`config.mk`:
```
export PLATFORM = sky130hd
export DESIGN_NAME = pcs_core
export DESIGN_NICKNAME = d
export VERILOG_FILES = /design/src/shared/pcs_pkg.sv /design/src/core/pcs_core.sv
export SDC_FILE = /design/constraint.sdc
export NUM_CORES = 1
export LEC_CHECK = 0
export BUFFER_PORTS_ARGS = -buffer_cell sky130_fd_sc_hd__clkbuf_2
export CORE_MARGIN = 4
export CORE_UTILIZATION = 60
export CTS_BUF_LIST = sky130_fd_sc_hd__clkbuf_4
export CTS_CLUSTER_SIZE = 40
export DETAILED_ROUTE_END_ITERATION = 16
export PLACE_DENSITY = 0.85
export RECOVER_POWER = 50
export SYNTH_ARGS = -nofsm -noshare
export SYNTH_HDL_FRONTEND = slang
export SYNTH_SLANG_ARGS = --single-unit
```
`constraint.sdc`:
```
create_clock -name core_clk -period 6.4 [get_ports core_clk]
set_input_delay 1.92 -clock core_clk [delete_from_list [all_inputs] [get_ports core_clk]]
set_output_delay 1.92 -clock core_clk [all_outputs]
set_load 0.005 [all_outputs]
```
`src/shared/pcs_pkg.sv`:
```
package pcs_pkg;

  // ****************************************
  // widths and sizes
  // ****************************************
  localparam int PC_W = 13;
  localparam int BYTE_W = 8;
  localparam int HI_W = 5;
  localparam int STK_DEPTH = 8;
  localparam int SP_W = 3;
  localparam int EA_W = 9;
  localparam int JMP_W = 11;

  // ****************************************
  // field positions and constants
  // ****************************************
  localparam int LATCH_JMP_LSB = 3;
  localparam logic [PC_W-1:0] PC_RESET = 13'h0000;
  localparam logic [SP_W-1:0] SP_RESET = 3'h0;
  localparam logic [SP_W-1:0] SP_ONE = 3'h1;
  localparam logic [BYTE_W-1:0] BYTE_ZERO = 8'h00;
  localparam logic [HI_W-1:0] HI_RESET = 5'h00;
  localparam logic [BYTE_W-1:0] IND_PORT_ADDR = 8'h00;
  localparam logic [PC_W-1:0] PC_ONE = 13'h0001;

  // ****************************************
  // sequencing operations from the decoder
  // ****************************************
  typedef enum logic [2:0] {
    PCS_OP_STEP = 3'b000,
    PCS_OP_JUMP = 3'b001,
    PCS_OP_CALL = 3'b010,
    PCS_OP_RET = 3'b011,
    PCS_OP_RET_LIT = 3'b100,
    PCS_OP_RET_INT = 3'b101,
    PCS_OP_VECTOR = 3'b110,
    PCS_OP_HOLD = 3'b111
  } pcs_op_t;

  typedef struct packed {
    pcs_op_t op;
    logic [JMP_W-1:0] target;
    logic [PC_W-1:0] vector;
  } pcs_seq_req_t;

  typedef struct packed {
    logic wr;
    logic [BYTE_W-1:0] addr;
    logic [BYTE_W-1:0] wdata;
  } pcs_data_req_t;

endpackage

```
`src/core/pcs_core.sv`:
```
`timescale 1ns/1ns

module pcs_core
  import pcs_pkg::*;
(
  core_clk,
  reset_n,
  seq_req,
  pcl_wr,
  pcl_wdata,
  latch_wr,
  latch_wdata,
  ptr_wr,
  ptr_wdata,
  bank_bit,
  data_req,
  mem_rdata,
  pc,
  pc_low_byte_reg,
  pc_high_bits_latch,
  indirect_pointer_reg,
  mem_addr,
  mem_wr,
  mem_wdata,
  data_rdata
);
  input wire logic core_clk;
  input wire logic reset_n;
  input wire pcs_seq_req_t seq_req;
  input wire logic pcl_wr;
  input wire logic [BYTE_W-1:0] pcl_wdata;
  input wire logic latch_wr;
  input wire logic [HI_W-1:0] latch_wdata;
  input wire logic ptr_wr;
  input wire logic [BYTE_W-1:0] ptr_wdata;
  input wire logic bank_bit;
  input wire pcs_data_req_t data_req;
  input wire logic [BYTE_W-1:0] mem_rdata;
  output logic [PC_W-1:0] pc;
  output logic [BYTE_W-1:0] pc_low_byte_reg;
  output logic [HI_W-1:0] pc_high_bits_latch;
  output logic [BYTE_W-1:0] indirect_pointer_reg;
  output logic [EA_W-1:0] mem_addr;
  output logic mem_wr;
  output logic [BYTE_W-1:0] mem_wdata;
  output logic [BYTE_W-1:0] data_rdata;

  // ****************************************
  // sequencing state
  // ****************************************
  logic [PC_W-1:0] pc_q;
  logic [PC_W-1:0] pc_d;
  logic [HI_W-1:0] latch_q;
  logic [HI_W-1:0] latch_d;
  logic [PC_W-1:0] stk_q [STK_DEPTH];
  logic [PC_W-1:0] stk_d [STK_DEPTH];
  logic [SP_W-1:0] sp_q;
  logic [SP_W-1:0] sp_d;

  // ****************************************
  // indirect access state
  // ****************************************
  logic [BYTE_W-1:0] ptr_q;
  logic [BYTE_W-1:0] ptr_d;
  logic [EA_W-1:0] addr_q;
  logic [EA_W-1:0] addr_d;
  logic self_q;
  logic self_d;
  logic wr_q;
  logic wr_d;
  logic [BYTE_W-1:0] wdata_q;
  logic [BYTE_W-1:0] wdata_d;
  logic [BYTE_W-1:0] rdata_q;
  logic [BYTE_W-1:0] rdata_d;

  // ****************************************
  // decode nets
  // ****************************************
  logic do_push;
  logic do_pop;
  logic [PC_W-1:0] pc_inc;
  logic [PC_W-1:0] branch_pc;
  logic [PC_W-1:0] push_val;
  logic [PC_W-1:0] stk_top;
  logic [SP_W-1:0] sp_above;
  logic [SP_W-1:0] sp_below;
  logic port_hit;
  logic bank_unused;

  // ****************************************
  // helper functions
  // ****************************************
  // push on call and on interrupt vectoring
  function automatic logic op_pushes(input pcs_op_t op);
    op_pushes = (op == PCS_OP_CALL) || (op == PCS_OP_VECTOR);
  endfunction

  // pop on every return flavour
  function automatic logic op_pops(input pcs_op_t op);
    op_pops = (op == PCS_OP_RET) || (op == PCS_OP_RET_LIT) || (op == PCS_OP_RET_INT);
  endfunction

  function automatic logic [SP_W-1:0] sp_step(input logic [SP_W-1:0] p, input logic up);
    sp_step = up ? p + SP_ONE : p - SP_ONE;
  endfunction

  // jump target page from latch bits 4..3 only
  function automatic logic [PC_W-1:0] branch_addr(
    input logic [HI_W-1:0] hi,
    input logic [JMP_W-1:0] tgt
  );
    branch_addr = {hi[HI_W-1:LATCH_JMP_LSB], tgt};
  endfunction

  // low byte write takes all five latch bits
  function automatic logic [PC_W-1:0] low_write_addr(
    input logic [HI_W-1:0] hi,
    input logic [BYTE_W-1:0] lo
  );
    low_write_addr = {hi, lo};
  endfunction

  // the port address itself, seen as a location
  function automatic logic selects_port(input logic [BYTE_W-1:0] a);
    selects_port = (a == IND_PORT_ADDR);
  endfunction

  // ****************************************
  // sequencing decode
  // ****************************************
  always_comb begin
    do_push = op_pushes(seq_req.op);
    do_pop = op_pops(seq_req.op);
    pc_inc = pc_q + PC_ONE;
    branch_pc = branch_addr(latch_q, seq_req.target);
    sp_above = sp_step(sp_q, 1'b1);
    sp_below = sp_step(sp_q, 1'b0);
    stk_top = stk_q[sp_below];
    // vectoring saves the interrupted address itself
    push_val = pc_inc;
    if (seq_req.op == PCS_OP_VECTOR) begin
      push_val = pc_q;
    end
  end

  // ****************************************
  // program counter
  // ****************************************
  always_comb begin
    pc_d = pc_q;
    unique case (seq_req.op)
      PCS_OP_STEP: begin
        pc_d = pc_inc;
      end
      PCS_OP_HOLD: begin
        pc_d = pc_q;
      end
      PCS_OP_JUMP, PCS_OP_CALL: begin
        pc_d = branch_pc;
      end
      PCS_OP_VECTOR: begin
        pc_d = seq_req.vector;
      end
      PCS_OP_RET, PCS_OP_RET_LIT, PCS_OP_RET_INT: begin
        pc_d = stk_top;
      end
    endcase
    // software low-byte write wins over the op
    if (pcl_wr) begin
      pc_d = low_write_addr(latch_q, pcl_wdata);
    end
  end

  always_ff @(posedge core_clk or negedge reset_n) begin
    if (!reset_n) begin
      pc_q <= PC_RESET;
    end else begin
      pc_q <= pc_d;
    end
  end

  // ****************************************
  // high-bits latch
  // ****************************************
  // pushes and pops never touch the latch
  always_comb begin
    latch_d = latch_q;
    if (latch_wr) begin
      latch_d = latch_wdata;
    end
  end

  always_ff @(posedge core_clk or negedge reset_n) begin
    if (!reset_n) begin
      latch_q <= HI_RESET;
    end else begin
      latch_q <= latch_d;
    end
  end

  // ****************************************
  // return stack
  // ****************************************
  // pointer and stack never leave the block
  always_comb begin
    stk_d = stk_q;
    sp_d = sp_q;
    if (do_push) begin
      stk_d[sp_q] = push_val;
      sp_d = sp_above;
    end else if (do_pop) begin
      sp_d = sp_below;
    end
  end

  always_ff @(posedge core_clk or negedge reset_n) begin
    if (!reset_n) begin
      sp_q <= SP_RESET;
      for (int i = 0; i < STK_DEPTH; i++) begin
        stk_q[i] <= PC_RESET;
      end
    end else begin
      sp_q <= sp_d;
      for (int i = 0; i < STK_DEPTH; i++) begin
        stk_q[i] <= stk_d[i];
      end
    end
  end

  // ****************************************
  // indirect pointer
  // ****************************************
  always_comb begin
    ptr_d = ptr_q;
    if (ptr_wr) begin
      ptr_d = ptr_wdata;
    end
  end

  always_ff @(posedge core_clk or negedge reset_n) begin
    if (!reset_n) begin
      ptr_q <= BYTE_ZERO;
    end else begin
      ptr_q <= ptr_d;
    end
  end

  // ****************************************
  // effective address
  // ****************************************
  // bank bit has no effect in this family
  assign bank_unused = bank_bit;

  always_comb begin
    port_hit = selects_port(data_req.addr);
    addr_d = {1'b0, data_req.addr};
    self_d = 1'b0;
    if (port_hit) begin
      addr_d = {1'b0, ptr_q};
      self_d = selects_port(ptr_q);
    end
  end

  always_ff @(posedge core_clk or negedge reset_n) begin
    if (!reset_n) begin
      addr_q <= {EA_W{1'b0}};
      self_q <= 1'b0;
    end else begin
      addr_q <= addr_d;
      self_q <= self_d;
    end
  end

  // ****************************************
  // write path
  // ****************************************
  // self-indirect write is dropped
  always_comb begin
    wr_d = data_req.wr & ~self_d;
    wdata_d = data_req.wdata;
  end

  always_ff @(posedge core_clk or negedge reset_n) begin
    if (!reset_n) begin
      wr_q <= 1'b0;
      wdata_q <= BYTE_ZERO;
    end else begin
      wr_q <= wr_d;
      wdata_q <= wdata_d;
    end
  end

  // ****************************************
  // read path
  // ****************************************
  // self-indirect read answers zero
  always_comb begin
    rdata_d = mem_rdata;
    if (self_q) begin
      rdata_d = BYTE_ZERO;
    end
  end

  always_ff @(posedge core_clk or negedge reset_n) begin
    if (!reset_n) begin
      rdata_q <= BYTE_ZERO;
    end else begin
      rdata_q <= rdata_d;
    end
  end

  // ****************************************
  // outputs
  // ****************************************
  assign pc = pc_q;
  assign pc_low_byte_reg = pc_q[BYTE_W-1:0];
  assign pc_high_bits_latch = latch_q;
  assign indirect_pointer_reg = ptr_q;
  assign mem_addr = addr_q;
  assign mem_wr = wr_q;
  assign mem_wdata = wdata_q;
  assign data_rdata = rdata_q;

endmodule

```
==> results of run 1 <==
[metal layers]
| metal | vias to the layer above | track usage [%] |
|---|---|---|
| li1 | 2759 | - |
| met1 | 3015 | 34.0 |
| met2 | 333 | 45.9 |
| met3 | 72 | 7.25 |
| met4 | 0 | 12.7 |
| met5 | - | 0 |
[cell families after synthesis]
family | count (synthesis) | synth area share [%]
AOI/OAI and AO/OA | 183 | 14.1
xor gates and xnor gates | 21 | 2.53
adders and majority gates | 3 | 0.497
buffers and inverters | 59 | 4.05
DFF | 159 | 52.6
muxes | 58 | 12.4
other | 1 | 0.0496
and+or+nand+nor | 229 | 13.8
[how the worst min path moves through the flow]
stage | startpoint | endpoint | slack [ns] | cells after the start
2_1_floorplan | stk_q[78]$_DFFE_PN0P_ | stk_q[78]$_DFFE_PN0P_ | 0.44 | 2
3_3_place_gp | stk_q[43]$_DFFE_PN0P_ | stk_q[43]$_DFFE_PN0P_ | 0.46 | 2
3_5_place_dp | stk_q[93]$_DFFE_PN0P_ | stk_q[93]$_DFFE_PN0P_ | 0.47 | 2
4_1_cts | stk_q[93]$_DFFE_PN0P_ | stk_q[93]$_DFFE_PN0P_ | 0.49 | 2
5_1_grt | stk_q[61]$_DFFE_PN0P_ | stk_q[61]$_DFFE_PN0P_ | 0.52 | 2
6_report | stk_q[93]$_DFFE_PN0P_ | stk_q[93]$_DFFE_PN0P_ | 0.49 | 2
[per-stage QoR]
step | util [%] | instance area, um^2 | power (uW) | worst slack, ns
after global routing | 70.1 | 8530 | 3980 | 1.32
after floorplan | - | 7560 | 2660 | 3.03
final | 70.1 | 8530 | 3730 | 2.05
after CTS | 70.2 | 8540 | 3710 | 2.64
after global placement | 67.7 | 8230 | 2970 | 2.15
after detailed placement | 67.7 | 8230 | 3070 | 2.07
[cells in the mapped netlist (9+ instances only)]
cell,n
sky130_fd_sc_hd__mux2i_1,9
sky130_fd_sc_hd__nor2_1,64
sky130_fd_sc_hd__buf_2,14
sky130_fd_sc_hd__nor2b_1,14
sky130_fd_sc_hd__dfrtp_1,159
sky130_fd_sc_hd__nand2_1,97
sky130_fd_sc_hd__buf_4,12
sky130_fd_sc_hd__o21ai_0,75
sky130_fd_sc_hd__o22ai_1,9
sky130_fd_sc_hd__a21oi_1,56
sky130_fd_sc_hd__clkbuf_1,20
sky130_fd_sc_hd__mux2_2,23
sky130_fd_sc_hd__nand3_1,15
sky130_fd_sc_hd__xnor2_1,12
sky130_fd_sc_hd__mux4_2,26
[power by group through the flow]
| stage | clock, uW | sequential (uW) | combinational [uW] |
|---|---|---|---|
| after floorplan | 0 | 1550 | 1110 |
| after global placement | 0 | 1660 | 1320 |
| after detailed placement | 0 | 1700 | 1380 |
| after CTS | 646 | 1680 | 1390 |
| after global routing | 693 | 1740 | 1550 |
| final | 640 | 1690 | 1410 |
[cell usage in the layout (no fill, tap or decap), drive strengths merged, types with 6 or more instances in the layout]
master,n
dfrtp,159
mux2i,9
xor2,9
clkinvlp,6
a21o,8
nor3,8
nand2,97
mux2,23
xnor2,12
nand4,6
o22ai,9
nand3,15
nor2b,14
nor2,64
clkbuf,154
a31oi,6
mux4,26
o21ai,75
inv,11
nor4,6
a21oi,56
[layout make-up]
class | instances | area [um^2] | share of cell area, %
Multi-Input combinational cell | 495 | 3270 | 38.4
Timing Repair Buffer | 142 | 717 | 8.41
Sequential cell | 159 | 3980 | 46.7
Inverter | 9 | 33.8 | 0.396
Tap cell | 168 | 210 | 2.47
Clock inverter | 15 | 184 | 2.16
Clock buffer | 17 | 128 | 1.50
==> results by stage, run 1 <==
Detailed routing:
- The routed length on met1 is ~7300 um.
- The number of DRC markers after the initial detailed-route iteration is 698.
- In the detailed route, the total length drawn on met3 is approximately 1700 um.
- The remaining design rule violation count is 0.
- The count of nets left with antenna violations once routing finished came out at 0.
- The met2 wire length is 9520 um.
- Routed signal wires occupy layers up through met4.
- Dividing the detail-routed via count by the number of cells gives between 6 and 7.
- The routed layout has 6,179 vias.
- Dividing the detail-routed wire length by the instance count gives between 15 and 20 um.
- Before antenna repair, the detailed router went through 5 iterations.
- The final wirelength is between 15,000 and 20,000 um.

Global route:
- The final global-route overflow total is 0.
- The largest net degree at the start of global routing is 120.
- The wire length of the first global-routing pass is 31,200 um.
- Across every metal layer, demand over resource in global routing totals 27.6%.
- The number of antenna violations at the first check in global routing is 0.
- The via count of the first global-routing pass is 6,260.

Clock network:
- The post-CTS setup buffer count is 0.
- Gates resized during post-CTS repair numbered 0.
- The deepest clock path buffer count is 2.
- In this run, CTS created clock tree buffers numbering 17.
- After clock tree synthesis, the clock-pin slew on the worst setup and hold paths is around 0.13 ns.
- The CTS tree is built.
- Clock tree synthesis found a total of roughly 160 sinks.
- The clock tree synthesis step divided the H-tree into 4 levels.
- The tree is rooted in a sky130_fd_sc_hd__clkbuf_4.
- The clock reaches the later pin of the worst-skew pair after between 0.5 and 0.6 ns.
- The number of buffers inserted by hold repair at cts is 0.

Setup path:
- STA classifies the critical path startpoint as an input pin.
- The capturing point of the worst reg2reg path is pc[2]$_DFFE_PN0P_.
- The longest individual stage delay on the worst path is just under 2 ns.
- The slowest stage of the critical path is the sky130_fd_sc_hd__clkbuf_2 cell.
- The critical path goes through clkbuf_2, clkbuf_2.
- The length in cells of the worst reg-to-reg path is 7.
- Along the worst path, the maximum fanout reaches between 100 and 150.
- The logic depth of the worst setup path including buffers is 2.
- The endpoint type of the worst setup path is an async pin.
- The critical path class is in -> async.
- The critical path contains buffers and inverters numbering 2 combined.
- On the critical path the largest part of the delay comes from buffers and inverters.
- STA puts the critical path data required time at 6.96 ns.
- The launch point of the worst path is reset_n.
- In this run the critical register-to-register path is launched from sp_q[0]$_DFFE_PN0P_.
- The flop-to-flop setup slack is about 2.8 ns.
- The capture point of the critical path is stk_q[65]$_DFFE_PN0P_.
- The data arrival time of the critical path is ~4.9 ns.
- The cell occurring most often along the worst timing path is sky130_fd_sc_hd__clkbuf_2.

Logic synthesis:
- The number of flops mapped to enable cells by yosys is 0.
- Sorting the synthesized cells by area gives the leading types as sky130_fd_sc_hd__dfrtp_1 53%, sky130_fd_sc_hd__mux4_2 7.7%, sky130_fd_sc_hd__o21ai_0 5.0%, sky130_fd_sc_hd__nand2_1 4.8%, sky130_fd_sc_hd__a21oi_1 3.7%.
- The share of flip-flops with an asynchronous set or reset after synthesis is 100%.
- The synthesis warning total is 0.
- The mean post-synth cell area is 10.6 um^2.
- The number of distinct library cell variants in the gate-level netlist after synthesis is 58.
- The synthesized design contains 159 register bits.
- The summed instance area of the synthesized netlist is around 7600 um^2.
- Counting every net in the synthesized netlist gives 795.
- The synthesized instance count is ~710.
- The proportion of netlist area held by the largest area contributor is between 50% and 60%.
- The part of the Yosys area used for sequential elements is 52.6%.
- The library cell occupying the most area in the post-synthesis netlist is sky130_fd_sc_hd__dfrtp_1.
- For this run, the leading register cell type out of synthesis is sky130_fd_sc_hd__dfrtp_1.

Placed design:
- Input and output buffers added on the ports amount to 136.
- The half-perimeter wire length after placement is 13,100 um.
- The count of placed standard cells including taps is 973.
- The final RePlAce weighted congestion is 0.893.

Final layout:
- The number of inserted diodes is 0.
- The register with the most flip-flops in the layout has between 100 and 150 of them.
- Leaving out filler cells and counting taps, the final layout contains roughly 1,000.
- The final-stage net count is 906.
- The count of fill cells added during filler insertion is 840.
- The area growth from synthesis to layout is 12.8%.
- The post-route netlist has 27.8% of its cells at a drive strength greater than 1.
- The register with the most flip-flops in the final layout is stk_q.

Run:
- The number of max-cap violations is 1.

Die:
- In this run the standard cell core region covers roughly 12,000 um^2.
- For this design the top-level I/O count stands at 139.
- From bottom edge to top edge, the die measures between 100 and 150 um.
- In this run the core area contains 40 standard-cell rows.
- The floorplan step set the die width to roughly 120 um.
- The die area is 14,500 um^2.
- Once the floorplan was initialized, standard cells occupied 62.2% of the core.

Power:
- For this design the total switching power over the nets is approximately 1400 uW.
- The proportion of total power due to net switching is 37.4%.
- The sequential cell fraction of total power is a little under half.
- The highest ir drop seen on vdd is about 0.00022 V.
- The clock network accounts for between 15 and 20% of the total power.
- The internal power of the cells totals 2340 uW.
- Per report_power, the combinational group accounts for 37.7% of the total.
- The power density over the cells is 438 nW/um^2.
- The leakage power is a little under 0.004 uW.

STA:
- For this run, the top clock speed supported by timing is roughly 0.23 GHz.
- After layout, the worst path uses 68.0% of the clock period.
- The final hold violation count came to 0.
- The worst slack on hold paths is 0.493 ns.
- Setup repair after global routing left no endpoint under its margin.
- The final setup violation count is 0.
- In this run the tightest slew margin relative to its limit is -89.8%.
- The final count of pins violating max slew came to 120.
- Summed over all failing endpoints, the final setup total negative slack is 0 ns.
- The worst path in the final design needs a cycle of between 4 and 5 ns, including I/O delays and setup.
- The final clock skew is around 0.018 ns.
- For the pin with the worst max-slew slack, the measured transition is 2.85 ns.

Outcome:
- The run finished, with violations left.
- The final reports fail on capacitance limit, slew limit.

Min path:
- The class of the most critical hold timing path is reg -> reg.
Note: power is estimated with default switching activity, not from simulation.
==> inputs of run 2 (changes only) <==
--- a/config.mk
+++ b/config.mk
@@ -5,13 +5,14 @@
 export SDC_FILE = /design/constraint.sdc
 export NUM_CORES = 1
 export LEC_CHECK = 0
+export ABC_AREA = 1
 export BUFFER_PORTS_ARGS = -buffer_cell sky130_fd_sc_hd__clkbuf_2
 export CORE_MARGIN = 4
-export CORE_UTILIZATION = 60
+export CORE_UTILIZATION = 58
 export CTS_BUF_LIST = sky130_fd_sc_hd__clkbuf_4
 export CTS_CLUSTER_SIZE = 40
 export DETAILED_ROUTE_END_ITERATION = 16
-export PLACE_DENSITY = 0.85
+export PLACE_DENSITY = 0.82
 export RECOVER_POWER = 50
 export SYNTH_ARGS = -nofsm -noshare
 export SYNTH_HDL_FRONTEND = slang
==> constraint.sdc (replaced) <==
create_clock -name core_clk -period 4.3 [get_ports core_clk]
set_input_delay 1.29 -clock core_clk [delete_from_list [all_inputs] [get_ports core_clk]]
set_output_delay 1.29 -clock core_clk [all_outputs]
set_load 0.005 [all_outputs]
==> results by stage, run 2 <==
Outcome:
- The flow ran to the end, but the final reports show violations.
- The checks that failed: capacitance limit, slew limit.

Setup path:
- The critical path required time came to 4.54 ns (-2.42 ns).
- The data arrival time of the critical path is 2.89 ns (-2.02 ns).
- The maximum fanout along the worst path is 90 (-24%).
- The endpoint type of the worst setup path is an async pin.
- The longest individual stage delay on the worst path is 1.52 ns (-0.41 ns).
- The critical path class is in -> async.
- The cell family with the largest share of critical-path delay is buffers and inverters.
- STA classifies the critical path startpoint as an input pin.
- On the critical path, the stage with the largest delay is an instance of sky130_fd_sc_hd__clkbuf_2.
- The critical path buffer and inverter count is 1 (-1).
- Traced cell by cell, the critical path runs through clkbuf_2.

Detailed routing:
- The via count is 6,989 (+13%).
- The number of DRC markers after the initial detailed-route iteration came to 635 (-9.0%).
- The remaining antenna violation count after routing is 0 (unchanged).
- The routed length per instance is 15.5 um (-19%).
- The via count normalized by instance count came to 5.46 (-11%).
- The detailed-routing iteration count for the pre-antenna-repair pass is 5 (unchanged).
- The remaining design rule violation count is 0 (unchanged).
- The final wirelength is 19,800 um (+3.2%).

Run:
- The number of max-cap violations was 1 (unchanged).

Logic synthesis:
- The synthesized net count is 1,060 (+33%).
- The most common flop cell mapped by yosys is sky130_fd_sc_hd__dfrtp_1.
- The number of distinct library cell variants in the gate-level netlist after synthesis is 37 (-36%).
- The part of the Yosys area used for sequential elements is 50.9% (-1.7 points).
- The synthesized instance count is 978 (+37%).
- The mean post-synth cell area is 7.99 um^2 (-25%).
- The most used standard cell by instance count after synthesis is sky130_fd_sc_hd__nand2_1.
- The synthesis warning total was 0 (unchanged).
- The number of flops mapped to enable cells by yosys was 0 (unchanged).
- The proportion of netlist area held by the largest area contributor is 50.9% (-1.7 points).
- The share of flip-flops with an asynchronous set or reset after synthesis is 100% (unchanged).
- Sorting the synthesized cells by how often they occur yields 286 x sky130_fd_sc_hd__nand2_1, 159 x sky130_fd_sc_hd__dfrtp_1, 129 x sky130_fd_sc_hd__o21ai_0, 86 x sky130_fd_sc_hd__nor2_1, 76 x sky130_fd_sc_hd__inv_1.
- The number of storage elements in the synthesis netlist is 159 (unchanged).
- The summed instance area of the synthesized netlist was 7820 um^2 (+3.4%).
- The library cell occupying the most area in the post-synthesis netlist is sky130_fd_sc_hd__dfrtp_1.
- Ranked by total cell area, the synthesized netlist is headed by sky130_fd_sc_hd__dfrtp_1 51%, sky130_fd_sc_hd__nand2_1 14%, sky130_fd_sc_hd__o21ai_0 8.3%, sky130_fd_sc_hd__nor2_1 4.1%, sky130_fd_sc_hd__inv_1 3.6%.

Power:
- The share of power burned in combinational logic is 43.8% (+6.1 points).
- The highest ir drop seen on vdd is 0.000396 V (+78%).
- The cell-internal power came to 3090 uW (+32%).
- The sequential cell fraction of total power is 42.2% (-3.0 points).
- The portion of total power attributed to the clock network is 14.0% (-3.2 points).
- The leakage power is 0.00444 uW (+14%).
- The power density over the cells is 642 nW/um^2 (+47%).
- The overall power consumption came to 5590 uW (+50%).
- The proportion of total power due to net switching is 44.7% (+7.2 points).
- The power dissipated by switching net loads came to 2500 uW (+79%).

Die:
- The number of top-level pins is 139 (unchanged).
- The y dimension of the die is 124 um (+3.2%).
- The starting density of the core is 59.0% (-3.1 points).
- The standard cell core area is 13,200 um^2 (+8.9%).
- The number of cell rows is 42 (+5.0%).
- The x dimension of the die is 124 um (+3.2%).
- The die area is 15,400 um^2 (+6.5%).

STA:
- Setup repair after global routing left no endpoint under its margin.
- In the finished design, the share of the clock period the worst path needs comes to 61.5%.
- The setup TNS is 0 ns (unchanged).
- The final clock skew came to 0.0203 ns (+0.00253 ns).
- The worst slew margin relative to its limit is -47.0% (+43 points).
- The final setup violation count is 0 (unchanged).
- The final count of pins violating max slew is 90 (-25%).
- The slew of the pin with the lowest slew margin is 2.21 ns (-0.641 ns).
- The clock period minus final worst setup slack is 2.65 ns.
- The worst slack on hold paths is 0.485 ns (-0.00796 ns).
- Derived from the worst setup path, the maximum achievable clock frequency is 0.378 GHz.
- The final hold violation count came to 0 (unchanged).

Clock network:
- The source-to-sink clock delay at the later pin of the worst-skew pair is 0.57 ns (about the same).
- The count of instances resized after the clock tree is built was 0 (unchanged).
- Clock tree synthesis selected as its root buffer the cell sky130_fd_sc_hd__clkbuf_4.
- The total number of clock tree sinks is 159 (unchanged).
- The number of CTS-inserted buffers is 17 (unchanged).
- The CTS tree is built.
- The post-CTS setup buffer count was 0 (unchanged).
- The number of buffers inserted by hold repair at cts was 0 (unchanged).
- The deepest clock path buffer count is 2 (unchanged).
- The H-tree depth is 4 (unchanged).
- The clock transition at the registers of the reported paths was 0.13 ns (about the same).

Final layout:
- In the layout the commonest cells are 287 x sky130_fd_sc_hd__nand2_1, 158 x sky130_fd_sc_hd__dfrtp_1, 134 x sky130_fd_sc_hd__clkbuf_2, 129 x sky130_fd_sc_hd__o21ai_0, 86 x sky130_fd_sc_hd__nor2_1.
- The final-stage net count is 1,173 (+29%).
- The area overhead of the layout relative to synthesis is 11.4%.
- The ratio of cells with drive above 1 in the final layout is 19.2% (-8.6 points).
- The number of inserted diodes came to 0 (unchanged).
- The top register by number of flip-flops is stk_q.
- The most frequent standard cell in the layout excluding fill and tap cells is sky130_fd_sc_hd__nand2_1.
- The number of flip-flops under the largest register name is 104 (unchanged).
- The post-layout instance area was 8710 um^2 (+2.1%).

Global route:
- The overall fraction of global-route tracks in use is 26.4% (-1.2 points).
- The wire length of the first global-routing pass came to 31,600 um (+1.4%).
- The final global-route overflow total came to 0 (unchanged).
- The number of antenna violations at the first check in global routing is 0 (unchanged).
- The via count of the first global-routing pass was 6,526 (+4.2%).
- The largest net degree at the start of global routing is 91 (-24%).

Placed design:
- The half-perimeter wire length after placement came to 13,800 um (+5.4%).
- The area after detailed placement came to 8490 um^2 (+3.2%).
- The final RePlAce weighted congestion is 0.871 (-2.4%).
- The count of port buffers added during placement was 136 (unchanged).

Min path:
- The tightest min-delay check is of the reg -> reg type.
-- run 2: changes by cell type in the layout (fill, tap and decap cells not counted), sizes merged, moves of 7 or more --
cell    before  now
a21o         8    0
a21oi       56   23
clkinv       4   11
inv         11   91
mux2        23    2
mux4        26    0
nand2       97  289
nand3       15   46
nor2        64  102
nor2b       14    0
o21ai       75  163
xnor2       12    5
-- run 2: cell families (layout without fill, tap and decap cells) --
group	count (synthesis)	after routing	synth area share (%)
multiplexers	5	5	0.720
AO/OA/AOI/OAI	204	204	13.8
adder cells (fa/ha/maj)	3	3	0.480
other	1	1	0.0480
flip-flops	159	159	50.9
AND/OR/NAND/NOR	456	456	24.6
buffers and inverters	140	266	8.24
XOR/XNOR	10	10	1.22
-- run 2: per-stage QoR --
step | util (%) | cells | setup slack (ns)
finish | 65.8 | 1280 | 1.65
floorplan | - | 978 | 1.93
global route | 65.8 | 1280 | 1.25
global placement | 64.1 | 1248 | 1.27
CTS | 65.9 | 1280 | 1.69
detailed placement | 64.1 | 1248 | 1.22
-- run 2: cell type report --
type                    count  area, um^2
fillers                  1128        4530
repair buffers            144         751
multi-input cells         679        3190
inverters                  90         338
flip-flops and latches    159        3980
clock buffers              18         135
well taps                 176         220
clock inverters            14        93.8
-- run 2: power by group through the flow --
stage	registers, uW	clock network, uW	logic (uW)
2_1_floorplan	2290	0	1810
3_3_place_gp	2360	0	2360
3_5_place_dp	2380	0	2420
4_1_cts	2350	787	2440
5_1_grt	2420	855	2790
6_report	2360	784	2450
-- run 2: final timing paths --
check | cells after the start | startpoint | slack, ns | end
max in group core_clk | 12 | sp_q[0]$_DFFE_PN0P_ | 1.68 | pc[11]$_DFFE_PN0P_
setup / recovery | 1 | reset_n | 1.65 | stk_q[68]$_DFFE_PN0P_
setup reg to reg | 12 | sp_q[0]$_DFFE_PN0P_ | 1.68 | pc[11]$_DFFE_PN0P_
hold reg to reg | 2 | stk_q[0]$_DFFE_PN0P_ | 0.48 | stk_q[0]$_DFFE_PN0P_
min in group asynchronous | 1 | reset_n | 1.35 | stk_q[12]$_DFFE_PN0P_
hold / removal | 2 | stk_q[0]$_DFFE_PN0P_ | 0.48 | stk_q[0]$_DFFE_PN0P_
-- run 2: layer usage --
| metal | track usage [%] | up-vias | part of all wire [%] |
|---|---|---|---|
| met1 | 35.3 | 3345 | 42 |
| li1 | - | 3356 | - |
| met2 | 43.2 | 257 | 50 |
| met4 | 8.21 | 0 | 2.2 |
| met5 | 0 | - | 0 |
| met3 | 5.95 | 31 | 6.3 |
